`src/pmr_pkg.sv`:
```
// Package for the power mode and reset control block.
// Assumes a single 10 MHz system clock and a synchronous active-high reset.
package pmr_pkg;

    // ****************************************************************
    // Register map and field layout.
    // ****************************************************************
    localparam logic [7:0] PMR_POWER_CONTROL_ADDR = 8'h87;
    localparam logic [7:0] PMR_POWER_CONTROL_RESET = 8'h00;
    localparam int PMR_IDLE_BIT = 0;
    localparam int PMR_STOP_BIT = 1;
    localparam int PMR_FLAGS_LSB = 2;
    localparam int PMR_FLAGS_MSB = 7;
    localparam logic [5:0] PMR_FLAGS_RESET = 6'h00;

    // ****************************************************************
    // Reset values seen by the rest of the device.
    // ****************************************************************
    localparam logic [15:0] PMR_RESET_VECTOR = 16'h0000;
    localparam logic [7:0] PMR_PORT_LATCH_RESET = 8'hFF;
    localparam logic [3:0] PMR_WATCHDOG_DIVIDE = 4'hC;

    // ****************************************************************
    // Timing.
    // ****************************************************************
    localparam int PMR_CLOCK_HZ = 10_000_000;
    localparam int PMR_MISSING_CLOCK_US = 100;
    // Longest time rounds down: 100 us at 10 MHz gives 1000 cycles.
    localparam int PMR_MISSING_CLOCK_CYCLES = (PMR_MISSING_CLOCK_US * (PMR_CLOCK_HZ / 1_000_000));
    // Cycles reset is stretched internally after the source goes away.
    localparam int PMR_RESET_STRETCH_CYCLES = 4;

    // ****************************************************************
    // Power modes.
    // ****************************************************************
    typedef enum logic [1:0] {
        PMR_MODE_RUN,
        PMR_MODE_IDLE,
        PMR_MODE_STOP
    } pmr_mode_type;

endpackage

```
`src/pmr_sync.sv`:
```
// Two flip-flop synchroniser for a single level from outside the clock domain.
// Assumes the input may change at any time relative to clock_i.
`timescale 1ns/1ps
module pmr_sync
    import pmr_pkg::*;
(
    // Clock and reset.
    input wire logic clock_i,
    input wire logic rst_i,
    // Level in and out.
    input wire logic async_i,
    input wire logic reset_value_i,
    output logic sync_o
);

    logic meta_reg;
    logic sync_reg;

    // The first stage feeds only the second stage.
    always_ff @(posedge clock_i)
    begin
        if (rst_i)
        begin
            meta_reg <= 1'b0;
            sync_reg <= 1'b0;
        end
        else
        begin
            meta_reg <= async_i;
            sync_reg <= meta_reg;
        end
    end

    assign sync_o = sync_reg ^ reset_value_i;

endmodule

```
`src/pmr_missing_clock.sv`:
```
// Missing clock watch counter: raises a timeout after a long silent stretch.
// Assumes the tick input changes level while the watched clock runs.
`timescale 1ns/1ps
module pmr_missing_clock
    import pmr_pkg::*;
#(
    parameter int TIMEOUT_CYCLES = PMR_MISSING_CLOCK_CYCLES
)
(
    // Clock and reset.
    input wire logic clock_i,
    input wire logic rst_i,
    // Control.
    input wire logic enable_i,
    input wire logic tick_i,
    // Result.
    output logic timeout_o
);

    logic [15:0] count_reg;
    logic timeout_reg;
    logic tick_last_reg;
    logic tick_seen;

    // Any change of the tick level counts as activity, so a watched clock
    // that halts high is caught just like one that halts low.
    always_ff @(posedge clock_i)
    begin
        tick_last_reg <= tick_i;
    end

    assign tick_seen = tick_i ^ tick_last_reg;

    // Count cycles without a tick; the detector keeps counting in Stop.
    always_ff @(posedge clock_i)
    begin
        if (rst_i || !enable_i || tick_seen)
        begin
            count_reg <= 16'h0000;
            timeout_reg <= 1'b0;
        end
        else if (count_reg == 16'(TIMEOUT_CYCLES - 1))
        begin
            timeout_reg <= 1'b1;
        end
        else
        begin
            count_reg <= count_reg + 16'h0001;
        end
    end

    assign timeout_o = timeout_reg;

endmodule

```
`src/pmr_power_reset.sv`:
```
// Power mode and reset control: Idle and Stop selection, reset entry and exit.
// Assumes the CPU presents register writes on a simple internal port and
// reports when the current instruction completes.
//
// Notes on behaviour
// - Idle entered after writing instruction completes.
// - Idle gates only the CPU clock.
// - Enabled interrupt clears idle, restarts CPU.
// - Reset ends Idle, restarts at zero.
// - Watchdog expiry in Idle resets device.
// - Stop halts oscillator, CPU, digital peripherals.
// - Only reset leaves Stop; interrupts ignored.
// - Missing clock detector resets during Stop.
// - Stop and idle bits read zero.
// - Upper six bits are plain flags.
// - Reset halts CPU, disables interrupts, timers.
// - Reset keeps data memory, reinitialises stack.
// - Port latches all ones, open drain, pull-ups.
// - Power resets drive reset pin low.
// - Reset exit selects internal oscillator, vector zero.
// - Watchdog enabled at clock divided by twelve.
// - Power-on flag set only by power-on.
`timescale 1ns/1ps
module pmr_power_reset
    import pmr_pkg::*;
#(
    parameter int MISSING_CLOCK_CYCLES = PMR_MISSING_CLOCK_CYCLES,
    parameter int STRETCH_CYCLES = PMR_RESET_STRETCH_CYCLES
)
(
    // Clock and reset.
    input wire logic clock_i,
    input wire logic rst_i,
    // Register port from the CPU.
    input wire logic reg_write_i,
    input wire logic reg_read_i,
    input wire logic [7:0] reg_addr_i,
    input wire logic [7:0] reg_wdata_i,
    output logic [7:0] reg_rdata_o,
    // CPU handshake.
    input wire logic instr_done_i,
    input wire logic irq_pending_i,
    // Reset sources (from pins or other domains).
    input wire logic power_on_i,
    input wire logic supply_low_i,
    input wire logic ext_reset_n_i,
    input wire logic watchdog_expired_i,
    input wire logic software_reset_i,
    // Missing clock detector control.
    input wire logic missing_clock_enable_i,
    input wire logic osc_tick_i,
    // Clock gating outputs.
    output logic cpu_clock_en_o,
    output logic periph_clock_en_o,
    output logic int_osc_en_o,
    output logic int_osc_select_o,
    // Reset outputs.
    output logic core_reset_o,
    output logic fetch_restart_o,
    output logic [15:0] restart_vector_o,
    output logic stack_reinit_o,
    output logic irq_disable_o,
    output logic timers_disable_o,
    // Port state during reset.
    output logic [7:0] port_latch_o,
    output logic port_open_drain_o,
    output logic weak_pullup_en_o,
    // Reset pin, open drain.
    output logic reset_pin_o,
    output logic reset_pin_oe_o,
    // Watchdog setup and status.
    output logic watchdog_enable_o,
    output logic [3:0] watchdog_divide_o,
    output logic power_on_flag_o,
    output logic [1:0] mode_o
);

    // ****************************************************************
    // Input synchronisers.
    // ****************************************************************
    logic por_sync;
    logic supply_low_sync;
    logic ext_reset_sync;
    logic osc_tick_sync;
    logic missing_timeout;

    pmr_sync u_sync_por (
        .clock_i(clock_i),
        .rst_i(1'b0),
        .async_i(power_on_i),
        .reset_value_i(1'b0),
        .sync_o(por_sync)
    );

    pmr_sync u_sync_supply (
        .clock_i(clock_i),
        .rst_i(1'b0),
        .async_i(supply_low_i),
        .reset_value_i(1'b0),
        .sync_o(supply_low_sync)
    );

    // The pin is active low; the inverting output makes it active high.
    pmr_sync u_sync_ext (
        .clock_i(clock_i),
        .rst_i(1'b0),
        .async_i(ext_reset_n_i),
        .reset_value_i(1'b1),
        .sync_o(ext_reset_sync)
    );

    pmr_sync u_sync_tick (
        .clock_i(clock_i),
        .rst_i(rst_i),
        .async_i(osc_tick_i),
        .reset_value_i(1'b0),
        .sync_o(osc_tick_sync)
    );

    // ****************************************************************
    // Reset source combination.
    // ****************************************************************
    logic power_reset;
    logic any_reset;
    logic [3:0] stretch_reg;
    logic in_reset_reg;
    logic power_cause_reg;
    logic por_cause_reg;

    assign power_reset = por_sync || supply_low_sync;
    // Watchdog and missing clock are internal sources that end Idle or Stop.
    assign any_reset = rst_i || power_reset || ext_reset_sync || watchdog_expired_i
        || software_reset_i || missing_timeout;

    // Hold the reset state a few cycles past the last source so that
    // every consumer sees at least one clean reset cycle.
    always_ff @(posedge clock_i)
    begin
        if (any_reset)
        begin
            stretch_reg <= 4'(STRETCH_CYCLES);
            in_reset_reg <= 1'b1;
        end
        else if (stretch_reg != 4'h0)
        begin
            stretch_reg <= stretch_reg - 4'h1;
        end
        else
        begin
            in_reset_reg <= 1'b0;
        end
    end

    // Remember which kind of source caused the reset.
    always_ff @(posedge clock_i)
    begin
        if (rst_i)
        begin
            power_cause_reg <= 1'b0;
            por_cause_reg <= 1'b1;
        end
        else if (any_reset)
        begin
            power_cause_reg <= power_reset;
            por_cause_reg <= por_sync;
        end
    end

    // ****************************************************************
    // Missing clock detector, active in every mode including Stop.
    // ****************************************************************
    pmr_missing_clock #(
        .TIMEOUT_CYCLES(MISSING_CLOCK_CYCLES)
    ) u_missing_clock (
        .clock_i(clock_i),
        .rst_i(in_reset_reg),
        .enable_i(missing_clock_enable_i),
        .tick_i(osc_tick_sync),
        .timeout_o(missing_timeout)
    );

    // ****************************************************************
    // Power control register.
    // ****************************************************************
    logic [5:0] flags_reg;
    logic write_hit;
    logic idle_req;
    logic stop_req;
    logic idle_pending_reg;
    logic stop_pending_reg;

    assign write_hit = reg_write_i && (reg_addr_i == PMR_POWER_CONTROL_ADDR);
    assign idle_req = write_hit && reg_wdata_i[PMR_IDLE_BIT];
    assign stop_req = write_hit && reg_wdata_i[PMR_STOP_BIT];

    // The flags only store software data and drive nothing.
    always_ff @(posedge clock_i)
    begin
        if (in_reset_reg)
        begin
            flags_reg <= PMR_FLAGS_RESET;
        end
        else if (write_hit)
        begin
            flags_reg <= reg_wdata_i[PMR_FLAGS_MSB:PMR_FLAGS_LSB];
        end
    end

    // Read data: mode bits always read zero.
    always_ff @(posedge clock_i)
    begin
        if (in_reset_reg)
        begin
            reg_rdata_o <= PMR_POWER_CONTROL_RESET;
        end
        else if (reg_read_i && reg_addr_i == PMR_POWER_CONTROL_ADDR)
        begin
            reg_rdata_o <= {flags_reg, 2'b00};
        end
        else
        begin
            reg_rdata_o <= 8'h00;
        end
    end

    // ****************************************************************
    // Mode state machine.
    // ****************************************************************
    pmr_mode_type mode_reg;
    pmr_mode_type mode_next;

    // Requests wait until the writing instruction has fully completed.
    always_ff @(posedge clock_i)
    begin
        if (in_reset_reg)
        begin
            idle_pending_reg <= 1'b0;
            stop_pending_reg <= 1'b0;
        end
        else if (instr_done_i)
        begin
            idle_pending_reg <= 1'b0;
            stop_pending_reg <= 1'b0;
        end
        else
        begin
            idle_pending_reg <= idle_pending_reg || idle_req;
            stop_pending_reg <= stop_pending_reg || stop_req;
        end
    end

    always_comb
    begin
        mode_next = mode_reg;
        case (mode_reg)
            PMR_MODE_RUN:
            begin
                if (instr_done_i && (stop_pending_reg || stop_req))
                begin
                    mode_next = PMR_MODE_STOP;
                end
                else if (instr_done_i && (idle_pending_reg || idle_req))
                begin
                    mode_next = PMR_MODE_IDLE;
                end
            end
            PMR_MODE_IDLE:
            begin
                if (irq_pending_i)
                begin
                    mode_next = PMR_MODE_RUN;
                end
            end
            PMR_MODE_STOP:
            begin
                mode_next = PMR_MODE_STOP;
            end
            default:
            begin
                mode_next = PMR_MODE_RUN;
            end
        endcase
    end

    // Any reset returns to Run; Stop ends only here, Idle here or by interrupt.
    always_ff @(posedge clock_i)
    begin
        if (in_reset_reg)
        begin
            mode_reg <= PMR_MODE_RUN;
        end
        else
        begin
            mode_reg <= mode_next;
        end
    end

    // ****************************************************************
    // Clock enables. Idle gates only the CPU; registers keep their data
    // because nothing here clears them outside reset.
    // ****************************************************************
    always_ff @(posedge clock_i)
    begin
        if (in_reset_reg)
        begin
            cpu_clock_en_o <= 1'b0;
            periph_clock_en_o <= 1'b1;
            int_osc_en_o <= 1'b1;
            int_osc_select_o <= 1'b1;
        end
        else
        begin
            cpu_clock_en_o <= (mode_next == PMR_MODE_RUN);
            periph_clock_en_o <= (mode_next != PMR_MODE_STOP);
            int_osc_en_o <= (mode_next != PMR_MODE_STOP);
            int_osc_select_o <= int_osc_select_o;
        end
    end

    // ****************************************************************
    // Reset outputs to the core and ports.
    // ****************************************************************
    always_ff @(posedge clock_i)
    begin
        core_reset_o <= in_reset_reg;
        irq_disable_o <= in_reset_reg;
        timers_disable_o <= in_reset_reg;
        // Only the stack pointer is reset; data memory has no reset path.
        stack_reinit_o <= in_reset_reg;
        // One pulse as reset ends tells the CPU to fetch from the vector.
        fetch_restart_o <= in_reset_reg && !any_reset && stretch_reg == 4'h0;
        restart_vector_o <= PMR_RESET_VECTOR;
        port_latch_o <= PMR_PORT_LATCH_RESET;
        port_open_drain_o <= in_reset_reg || port_open_drain_o;
        weak_pullup_en_o <= 1'b1;
        watchdog_divide_o <= PMR_WATCHDOG_DIVIDE;
    end

    // Watchdog is enabled on reset exit; software may later disable it
    // through its own register, which lives outside this block.
    always_ff @(posedge clock_i)
    begin
        if (in_reset_reg)
        begin
            watchdog_enable_o <= 1'b1;
        end
    end

    // The pin is driven low only for power-on and supply resets.
    always_ff @(posedge clock_i)
    begin
        reset_pin_o <= 1'b0;
        reset_pin_oe_o <= in_reset_reg && (power_reset || power_cause_reg);
    end

    // Power-on flag shows the cause of the most recent reset.
    always_ff @(posedge clock_i)
    begin
        power_on_flag_o <= por_cause_reg;
        mode_o <= mode_reg;
    end

endmodule

```
`config.mk`:
```
export PLATFORM = sky130hd
export DESIGN_NAME = pmr_power_reset
export DESIGN_NICKNAME = d
export VERILOG_FILES = /design/src/pmr_pkg.sv /design/src/pmr_sync.sv /design/src/pmr_missing_clock.sv /design/src/pmr_power_reset.sv
export SDC_FILE = /design/constraint.sdc
export NUM_CORES = 1
export LEC_CHECK = 0
export BUFFER_PORTS_ARGS = -buffer_cell sky130_fd_sc_hd__buf_2
export CELL_PAD_IN_SITES_DETAIL_PLACEMENT = 1
export CELL_PAD_IN_SITES_GLOBAL_PLACEMENT = 2
export CORE_MARGIN = 2
export CORE_UTILIZATION = 29
export DETAILED_ROUTE_END_ITERATION = 8
export HOLD_SLACK_MARGIN = 0.06
export PLACE_DENSITY = 0.89
export SYNTH_ARGS = -nofsm -noshare
export SYNTH_HDL_FRONTEND = slang
export SYNTH_SLANG_ARGS = --single-unit
```
`constraint.sdc`:
```
create_clock -name clock_i -period 2.1 [get_ports clock_i]
set_input_delay 0.105 -clock clock_i [delete_from_list [all_inputs] [get_ports clock_i]]
set_output_delay 0.105 -clock clock_i [all_outputs]
set_load 0.01 [all_outputs]
```
==> summary.txt, run 1 <==
Outcome
  – Outcome: finished, final reports clean

Placement
  – GPL Wtd Cong: 0.7674
  – Placed insts: 393
  – Detailed Place HPWL: 3.487 mm
  – Number of port buffers: 47
  – Post-place setup slack: 0.4197 ns

Clocking
  – Post-CTS Setup Bufs: 0
  – Worst skew pair latency: 0.34 ns
  – H-tree levels: 3
  – TritonCTS clock tree: yes
  – Worst-path clk slew: 0.07 ns
  – Cts bufs inserted: 9
  – Root Buffer: clkbuf_8
  – CTS Buffer Depth: 2
  – Clock sink count: 58

Global routing
  – Global-route wire length before repair: 8.183 mm
  – Grt total ovfl: 0
  – GRT Util Overall: 0.1195
  – Initial antenna violation count: 0
  – Largest net degree at the start of global routing: 20
  – Vias in the first global route: 1,788

Synth
  – Top cells by area, synth: dfxtp_1 49%, buf_4 12%, nor2_1 3.5%
  – Ys Warns: 0
  – Mapped Area: 2394 um2
  – Mean Syn Cell Area: 9.498 um2
  – Post-synth top flop: dfxtp_1
  – Synth top area share: 0.4851
  – Simple-gate share of the synthesized area: 0.2389
  – Post-Synth XOR/XNOR Area: 0.04391
  – Post-synthesis async set-or-reset flop share: 0
  – Largest family of logic cells by synthesized area: simple AND/OR/NAND/NOR gates
  – Yosys reg bits: 58
  – Mux contribution to synthesized area: 0.004182
  – Number of synthesized flops with an enable pin: 0
  – Seq/Total Area, Yosys: 0.4851
  – Compound-gate portion of the synthesized area: 0.07527
  – Cell accounting for the most synthesized area: dfxtp_1
  – Post-Syn Instances: 252
  – Post-synthesis adder-cell area fraction: 0.01045
  – Library cells used by synthesis: 47

STA
  – Fin. max-slew vios: 0
  – Final hold violations: 0
  – Slew HR: 0.6405
  – Clock Skew: 0.008113 ns
  – Post-route worst setup slack: 0.4188 ns
  – RSZ-0062 raised after global routing: no
  – Final Cycle Share: 0.8006
  – Minimum clock period after layout: 1.681 ns
  – Tightest Pin Transition: 0.5363 ns
  – Max Clock Freq: 0.5948 GHz
  – Setup TNS: 0 ns
  – Final setup viols: 0

Power and ir drop
  – Sw Pwr: 0.5135 mW
  – Power per Cell Area: 797.6 nW/um2
  – Sw Share: 0.2198
  – PnR Total Power: 2.336 mW
  – Logic gate share of total power: 0.041
  – Maximum vdd ir drop: 0.0003767 V
  – Clock power share: 0.479
  – P_leak: 1.181 nW
  – P_int: 1.823 mW
  – Seq pwr share: 0.479

Critical path
  – Worst setup EP type: flop
  – Worst r2r src: u_sync_por.sync_reg
  – Worst R2R Setup Slack: 0.42 ns
  – Crit path max-delay family: simple AND/OR/NAND/NOR gates
  – Slowest cell on crit path: or4_4
  – CP Data Arrival Time: 1.96 ns
  – Startpoint Class: flop
  – Critical Path RT: 2.38 ns
  – Crit path buf inv count: 0
  – Crit path max fanout: 8
  – Reg2reg end: power_cause_reg
  – Crit-path cells: or4_4 -> nor4b_4 -> a211oi_1 -> nor2_1
  – Reg2Reg Depth: 4
  – Critical path's largest stage delay: 0.55 ns
  – Crit Path Class: flop to flop

Finish
  – Area grow syn2layout: 22.37%
  – Largest register FFs: 16
  – Commonest non-fill, non-tap cell in the layout: dfxtp_1
  – Commonest cells after routing, fill and taps aside: 58 x dfxtp_1, 47 x buf_2, 34 x conb_1
  – Ant. Diodes: 0
  – Share of cells above drive strength 1: 0.2303
  – Layout Cells excl Fill: 422
  – Layout net count: 343

Floorplanning
  – Initial core utilization: 0.2958
  – Die Ht: 94.85 um
  – Core Region: 8093 um2
  – Die X: 94.85 um
  – Die area: 8997 um2
  – IO Pins: 82
  – Row cnt: 33

Worst hold path
  – Min-Delay Endpoint: flags_reg[4]
  – Worst hold path depth: 3
  – Hold Startpoint: reg_write_i
  – Min-delay worst type: primary input to flop

Routing
  – Residual DRC count: 0
  – DR WL/cell: 11.53 um
  – Post-Route WL: 4.865 mm
  – Final antenna-violating net count: 0
  – Total number of vias: 1,839
  – Initial DRC Count: 46
  – Via density: 4.358
  – TritonRoute pass-1 iters: 2

Flow run
  – Max-cap viol count: 0
## logic make-up (layout without fill, tap and decap cells)
group | count (synthesis) | in the layout
mux | 1 | 1
flops | 58 | 58
simple gates | 99 | 99
fa+ha+maj | 2 | 2
other cells | 2 | 34
compound gates | 28 | 28
buf+inv | 50 | 83
xor+xnor | 12 | 12
## cell usage after synthesis (all sizes together) (3+ instances only)
| master | count |
|---|---|
| dfxtp | 58 |
| buf | 40 |
| nor2 | 22 |
| nand2 | 14 |
| nand3 | 12 |
| a21oi | 10 |
| nand4 | 7 |
| nor3 | 7 |
| and2 | 6 |
| xnor2 | 6 |
| xor2 | 6 |
| and3 | 5 |
| clkbuf | 5 |
| inv | 5 |
| o21ai | 5 |
| or4 | 5 |
| or3 | 4 |
| nor4 | 3 |
## per-layer routing
layer	share of wire	wire length, um	global-route usage
met1	0.43	2095	0.1332
met2	0.49	2396	0.1986
met3	0.057	277	0.05587
met4	0.020	95	0.04469
met5	0	0	0
## area by class of cell
type                    instances  area (um2)
flip-flops and latches         58        1161
clock inverters                 7       93.84
multi-input cells             176        1020
inverters                       5       18.77
repair buffers                 62       380.4
fillers                       988        5164
well taps                     105       131.4
clock buffers                   9       123.9
## repair_timing
item / in CTS / in global routing
hold endpoints to repair: 14 / 0
resized for setup: 0 / 0
hold buffers: 13 / 0
## worst max path at each step
stage / startpoint / endpoint / slack, ns / cells after the start
final: u_sync_por.sync_reg / power_cause_reg / 0.42 / 4
after global routing: u_sync_por.sync_reg / stretch_reg[2] / 0.27 / 3
after CTS: u_sync_por.sync_reg / power_cause_reg / 0.39 / 4
after detailed placement: u_sync_por.sync_reg / power_cause_reg / 0.42 / 4
after global placement: u_missing_clock.count_reg[12] / u_missing_clock.count_reg[1] / 0.45 / 4
after floorplan: u_missing_clock.count_reg[12] / u_missing_clock.count_reg[1] / 0.52 / 4
## worst register-to-register path, delay by kind of cell (launching register included)
kind	cells	cell delay, ns
AO/OA/AOI/OAI	1	0.15
AND/OR/NAND/NOR	3	1.14
flip-flops	1	0.34
## per-stage QoR
| stage | util | hold slack (ns) | area, um2 |
|---|---|---|---|
| floorplan | - | 0.1327 | 2514 |
| global placement | 0.3190 | 0.2091 | 2581 |
| detailed placement | 0.3190 | 0.2091 | 2581 |
| CTS | 0.3619 | 0.09324 | 2929 |
| global route | 0.3619 | 0.1035 | 2929 |
| finish | 0.3619 | 0.1088 | 2929 |
## power groups by stage
stage	clock [mW]	sequential (mW)	combinational, mW
after detailed placement	0	1.14	0.0771
after floorplan	0	1.14	0.0904
after global routing	1.21	1.12	0.108
after global placement	0	1.14	0.0760
final	1.12	1.12	0.0965
after CTS	1.15	1.12	0.0961
(Power assumes the default switching activity.)
==> run 2, diff against run 1 <==
--- a/config.mk
+++ b/config.mk
@@ -9,10 +9,10 @@
 export CELL_PAD_IN_SITES_DETAIL_PLACEMENT = 1
 export CELL_PAD_IN_SITES_GLOBAL_PLACEMENT = 2
 export CORE_MARGIN = 2
-export CORE_UTILIZATION = 29
+export CORE_UTILIZATION = 26
 export DETAILED_ROUTE_END_ITERATION = 8
 export HOLD_SLACK_MARGIN = 0.06
-export PLACE_DENSITY = 0.89
+export PLACE_DENSITY = 0.84
 export SYNTH_ARGS = -nofsm -noshare
 export SYNTH_HDL_FRONTEND = slang
 export SYNTH_SLANG_ARGS = --single-unit
==> constraint.sdc (replaced) <==
create_clock -name clock_i -period 1.45 [get_ports clock_i]
set_input_delay 0.0725 -clock clock_i [delete_from_list [all_inputs] [get_ports clock_i]]
set_output_delay 0.0725 -clock clock_i [all_outputs]
set_load 0.01 [all_outputs]
==> summary.txt, run 2 (synthesized netlist as in run 1, its figures left out) <==
Clocking
  – TritonCTS clock tree: yes
  – H-tree levels: 3
  – Root Buffer: clkbuf_8
  – Clock sink count: 58
  – Worst skew pair latency: 0.33 ns
  – Cts bufs inserted: 9
  – Worst-path clk slew: 0.06 ns
  – CTS Buffer Depth: 2

Critical path
  – Worst R2R Setup Slack: -0.14 ns
  – Worst r2r src: u_missing_clock.count_reg[4]
  – Crit Path Class: flop to flop
  – Startpoint Class: flop
  – Crit-path cells: or4_4 -> nor4_4 -> buf_6 -> mux2i_1 -> nor2_1
  – Worst Setup SP: u_missing_clock.count_reg[4]
  – CP Data Arrival Time: 1.81 ns
  – Crit path max fanout: 5
  – Crit path buf inv count: 1
  – Slowest cell on crit path: or4_4
  – Reg2Reg Depth: 5
  – Critical Path RT: 1.68 ns
  – Worst setup EP type: flop
  – Reg2reg end: u_missing_clock.count_reg[1]
  – Crit path max-delay family: simple AND/OR/NAND/NOR gates
  – Critical path's largest stage delay: 0.54 ns

Power and ir drop
  – Power per Cell Area: 977.9 nW/um2
  – Maximum vdd ir drop: 0.0004979 V
  – P_leak: 1.378 nW

Placement
  – GPL Wtd Cong: 0.7473
  – Detailed Place HPWL: 3.973 mm
  – Placed cell area: 2819 um2
  – Number of port buffers: 47

Worst hold path
  – Min-delay worst type: primary input to flop
  – Worst hold path depth: 3
  – Hold Startpoint: irq_pending_i
  – Min-Delay Endpoint: mode_reg[0]

Routing
  – DR WL/cell: 11.73 um
  – Initial DRC Count: 41
  – Total number of vias: 1,983
  – Final antenna-violating net count: 0
  – Post-Route WL: 5.384 mm
  – Residual DRC count: 0
  – TritonRoute pass-1 iters: 4
  – Via density: 4.320

STA
  – Fin. max-slew vios: 0
  – Final hold violations: 0
  – Minimum clock period after layout: 1.586 ns
  – Max Clock Freq: 0.6303 GHz
  – Worst hold slack: 0.08715 ns
  – Clock Skew: 0.004844 ns
  – Final setup viols: 12
  – Final Cycle Share: 1.094
  – Post-route worst setup slack: -0.1365 ns
  – RSZ-0062 raised after global routing: yes

Finish
  – Area grow syn2layout: 36.38%
  – Commonest cells after routing, fill and taps aside: 51 x dfxtp_1, 47 x buf_2, 34 x conb_1
  – Filler instances: 1,062
  – Share of cells above drive strength 1: 0.3649
  – Commonest non-fill, non-tap cell in the layout: dfxtp_1
  – Layout net count: 375
  – Largest register FFs: 16
  – Ant. Diodes: 0
  – Final Instance Area: 3264 um2

Global routing
  – Global-route wire length before repair: 9.114 mm
  – Grt total ovfl: 0
  – Vias in the first global route: 2,031
  – GRT Util Overall: 0.1152
  – Initial antenna violation count: 0
  – Largest net degree at the start of global routing: 13

Outcome
  – Outcome: complete, but fails checks
  – Violated checks: negative setup slack

Floorplanning
  – Core Region: 9065 um2
  – Die Ht: 99.95 um
  – Die area: 9989 um2
  – Row cnt: 35
  – Die X: 99.95 um
  – Initial core utilization: 0.2640
  – IO Pins: 82

Flow run
  – Max-cap viol count: 0
## run 2: cell types whose count changed in the layout (fill, tap and decap cells not counted), sizes merged
cell / previous run / this run
clkbuf: 9 / 12
bufinv: 2 / 1
clkinvlp: 2 / 0
buf: 49 / 81
clkinv: 3 / 2
## run 2: worst max-delay path by stage
stage,endpoint,slack (ns),cells past startpoint
floorplan,u_missing_clock.count_reg[1],-0.12,5
global placement,u_missing_clock.count_reg[2],-0.14,5
detailed placement,u_missing_clock.count_reg[1],-0.19,4
CTS,u_missing_clock.count_reg[1],-0.15,5
global route,u_missing_clock.count_reg[1],-0.19,5
finish,u_missing_clock.count_reg[1],-0.14,5
## run 2: what timing repair did
action / CTS / global route
setup buffers: 2 / 0
setup endpoints to repair: 18 / 19
hold buffers: 13 / 0
pin swaps: 5 / 8
hold endpoints to repair: 16 / 0
gates resized for setup: 4 / 26
## run 2: metal layers
layer  track usage  vias up  wire, um
li1              -      979         -
met1        0.1226      942      2188
met2        0.2074       52      2841
met3       0.03621       10       242
met4       0.05374        0       112
met5             0        -         0
## run 2: worst register-to-register path, stage by stage, from the launching register on
cell and delay (ns):
dfxtp_2 0.32, or4_4 0.54, nor4_4 0.23, buf_6 0.16, mux2i_1 0.19, nor2_1 0.05
## run 2: metrics by stage
stage	TNS [ns]	setup WS (ns)	cells	total power, mW	util
floorplan	-0.2858	-0.1208	284	1.787	-
global placement	-0.5379	-0.1429	429	1.775	0.3110
detailed placement	-1.104	-0.1913	429	1.780	0.3110
CTS	-0.8753	-0.1455	459	3.239	0.3491
global route	-1.578	-0.1886	459	3.336	0.3601
finish	-0.6551	-0.1365	459	3.192	0.3601
## run 2: layout make-up
| type | count | area, um2 | share of cell area |
|---|---|---|---|
| sequential | 58 | 1170 | 0.3584 |
| timing repair buffer | 94 | 639.4 | 0.1959 |
| clock inverter | 3 | 40.04 | 0.01227 |
| inverter | 5 | 18.77 | 0.005749 |
| multi-input combinational | 176 | 1112 | 0.3407 |
| clock buffer | 12 | 145.1 | 0.04446 |
| tap | 111 | 138.9 | 0.04254 |
## run 2: where the power goes
group / internal (mW) / switching (mW)
Combinational: 0.0728 / 0.0801
Clock: 0.826 / 0.592
Sequential: 1.61 / 0.00828
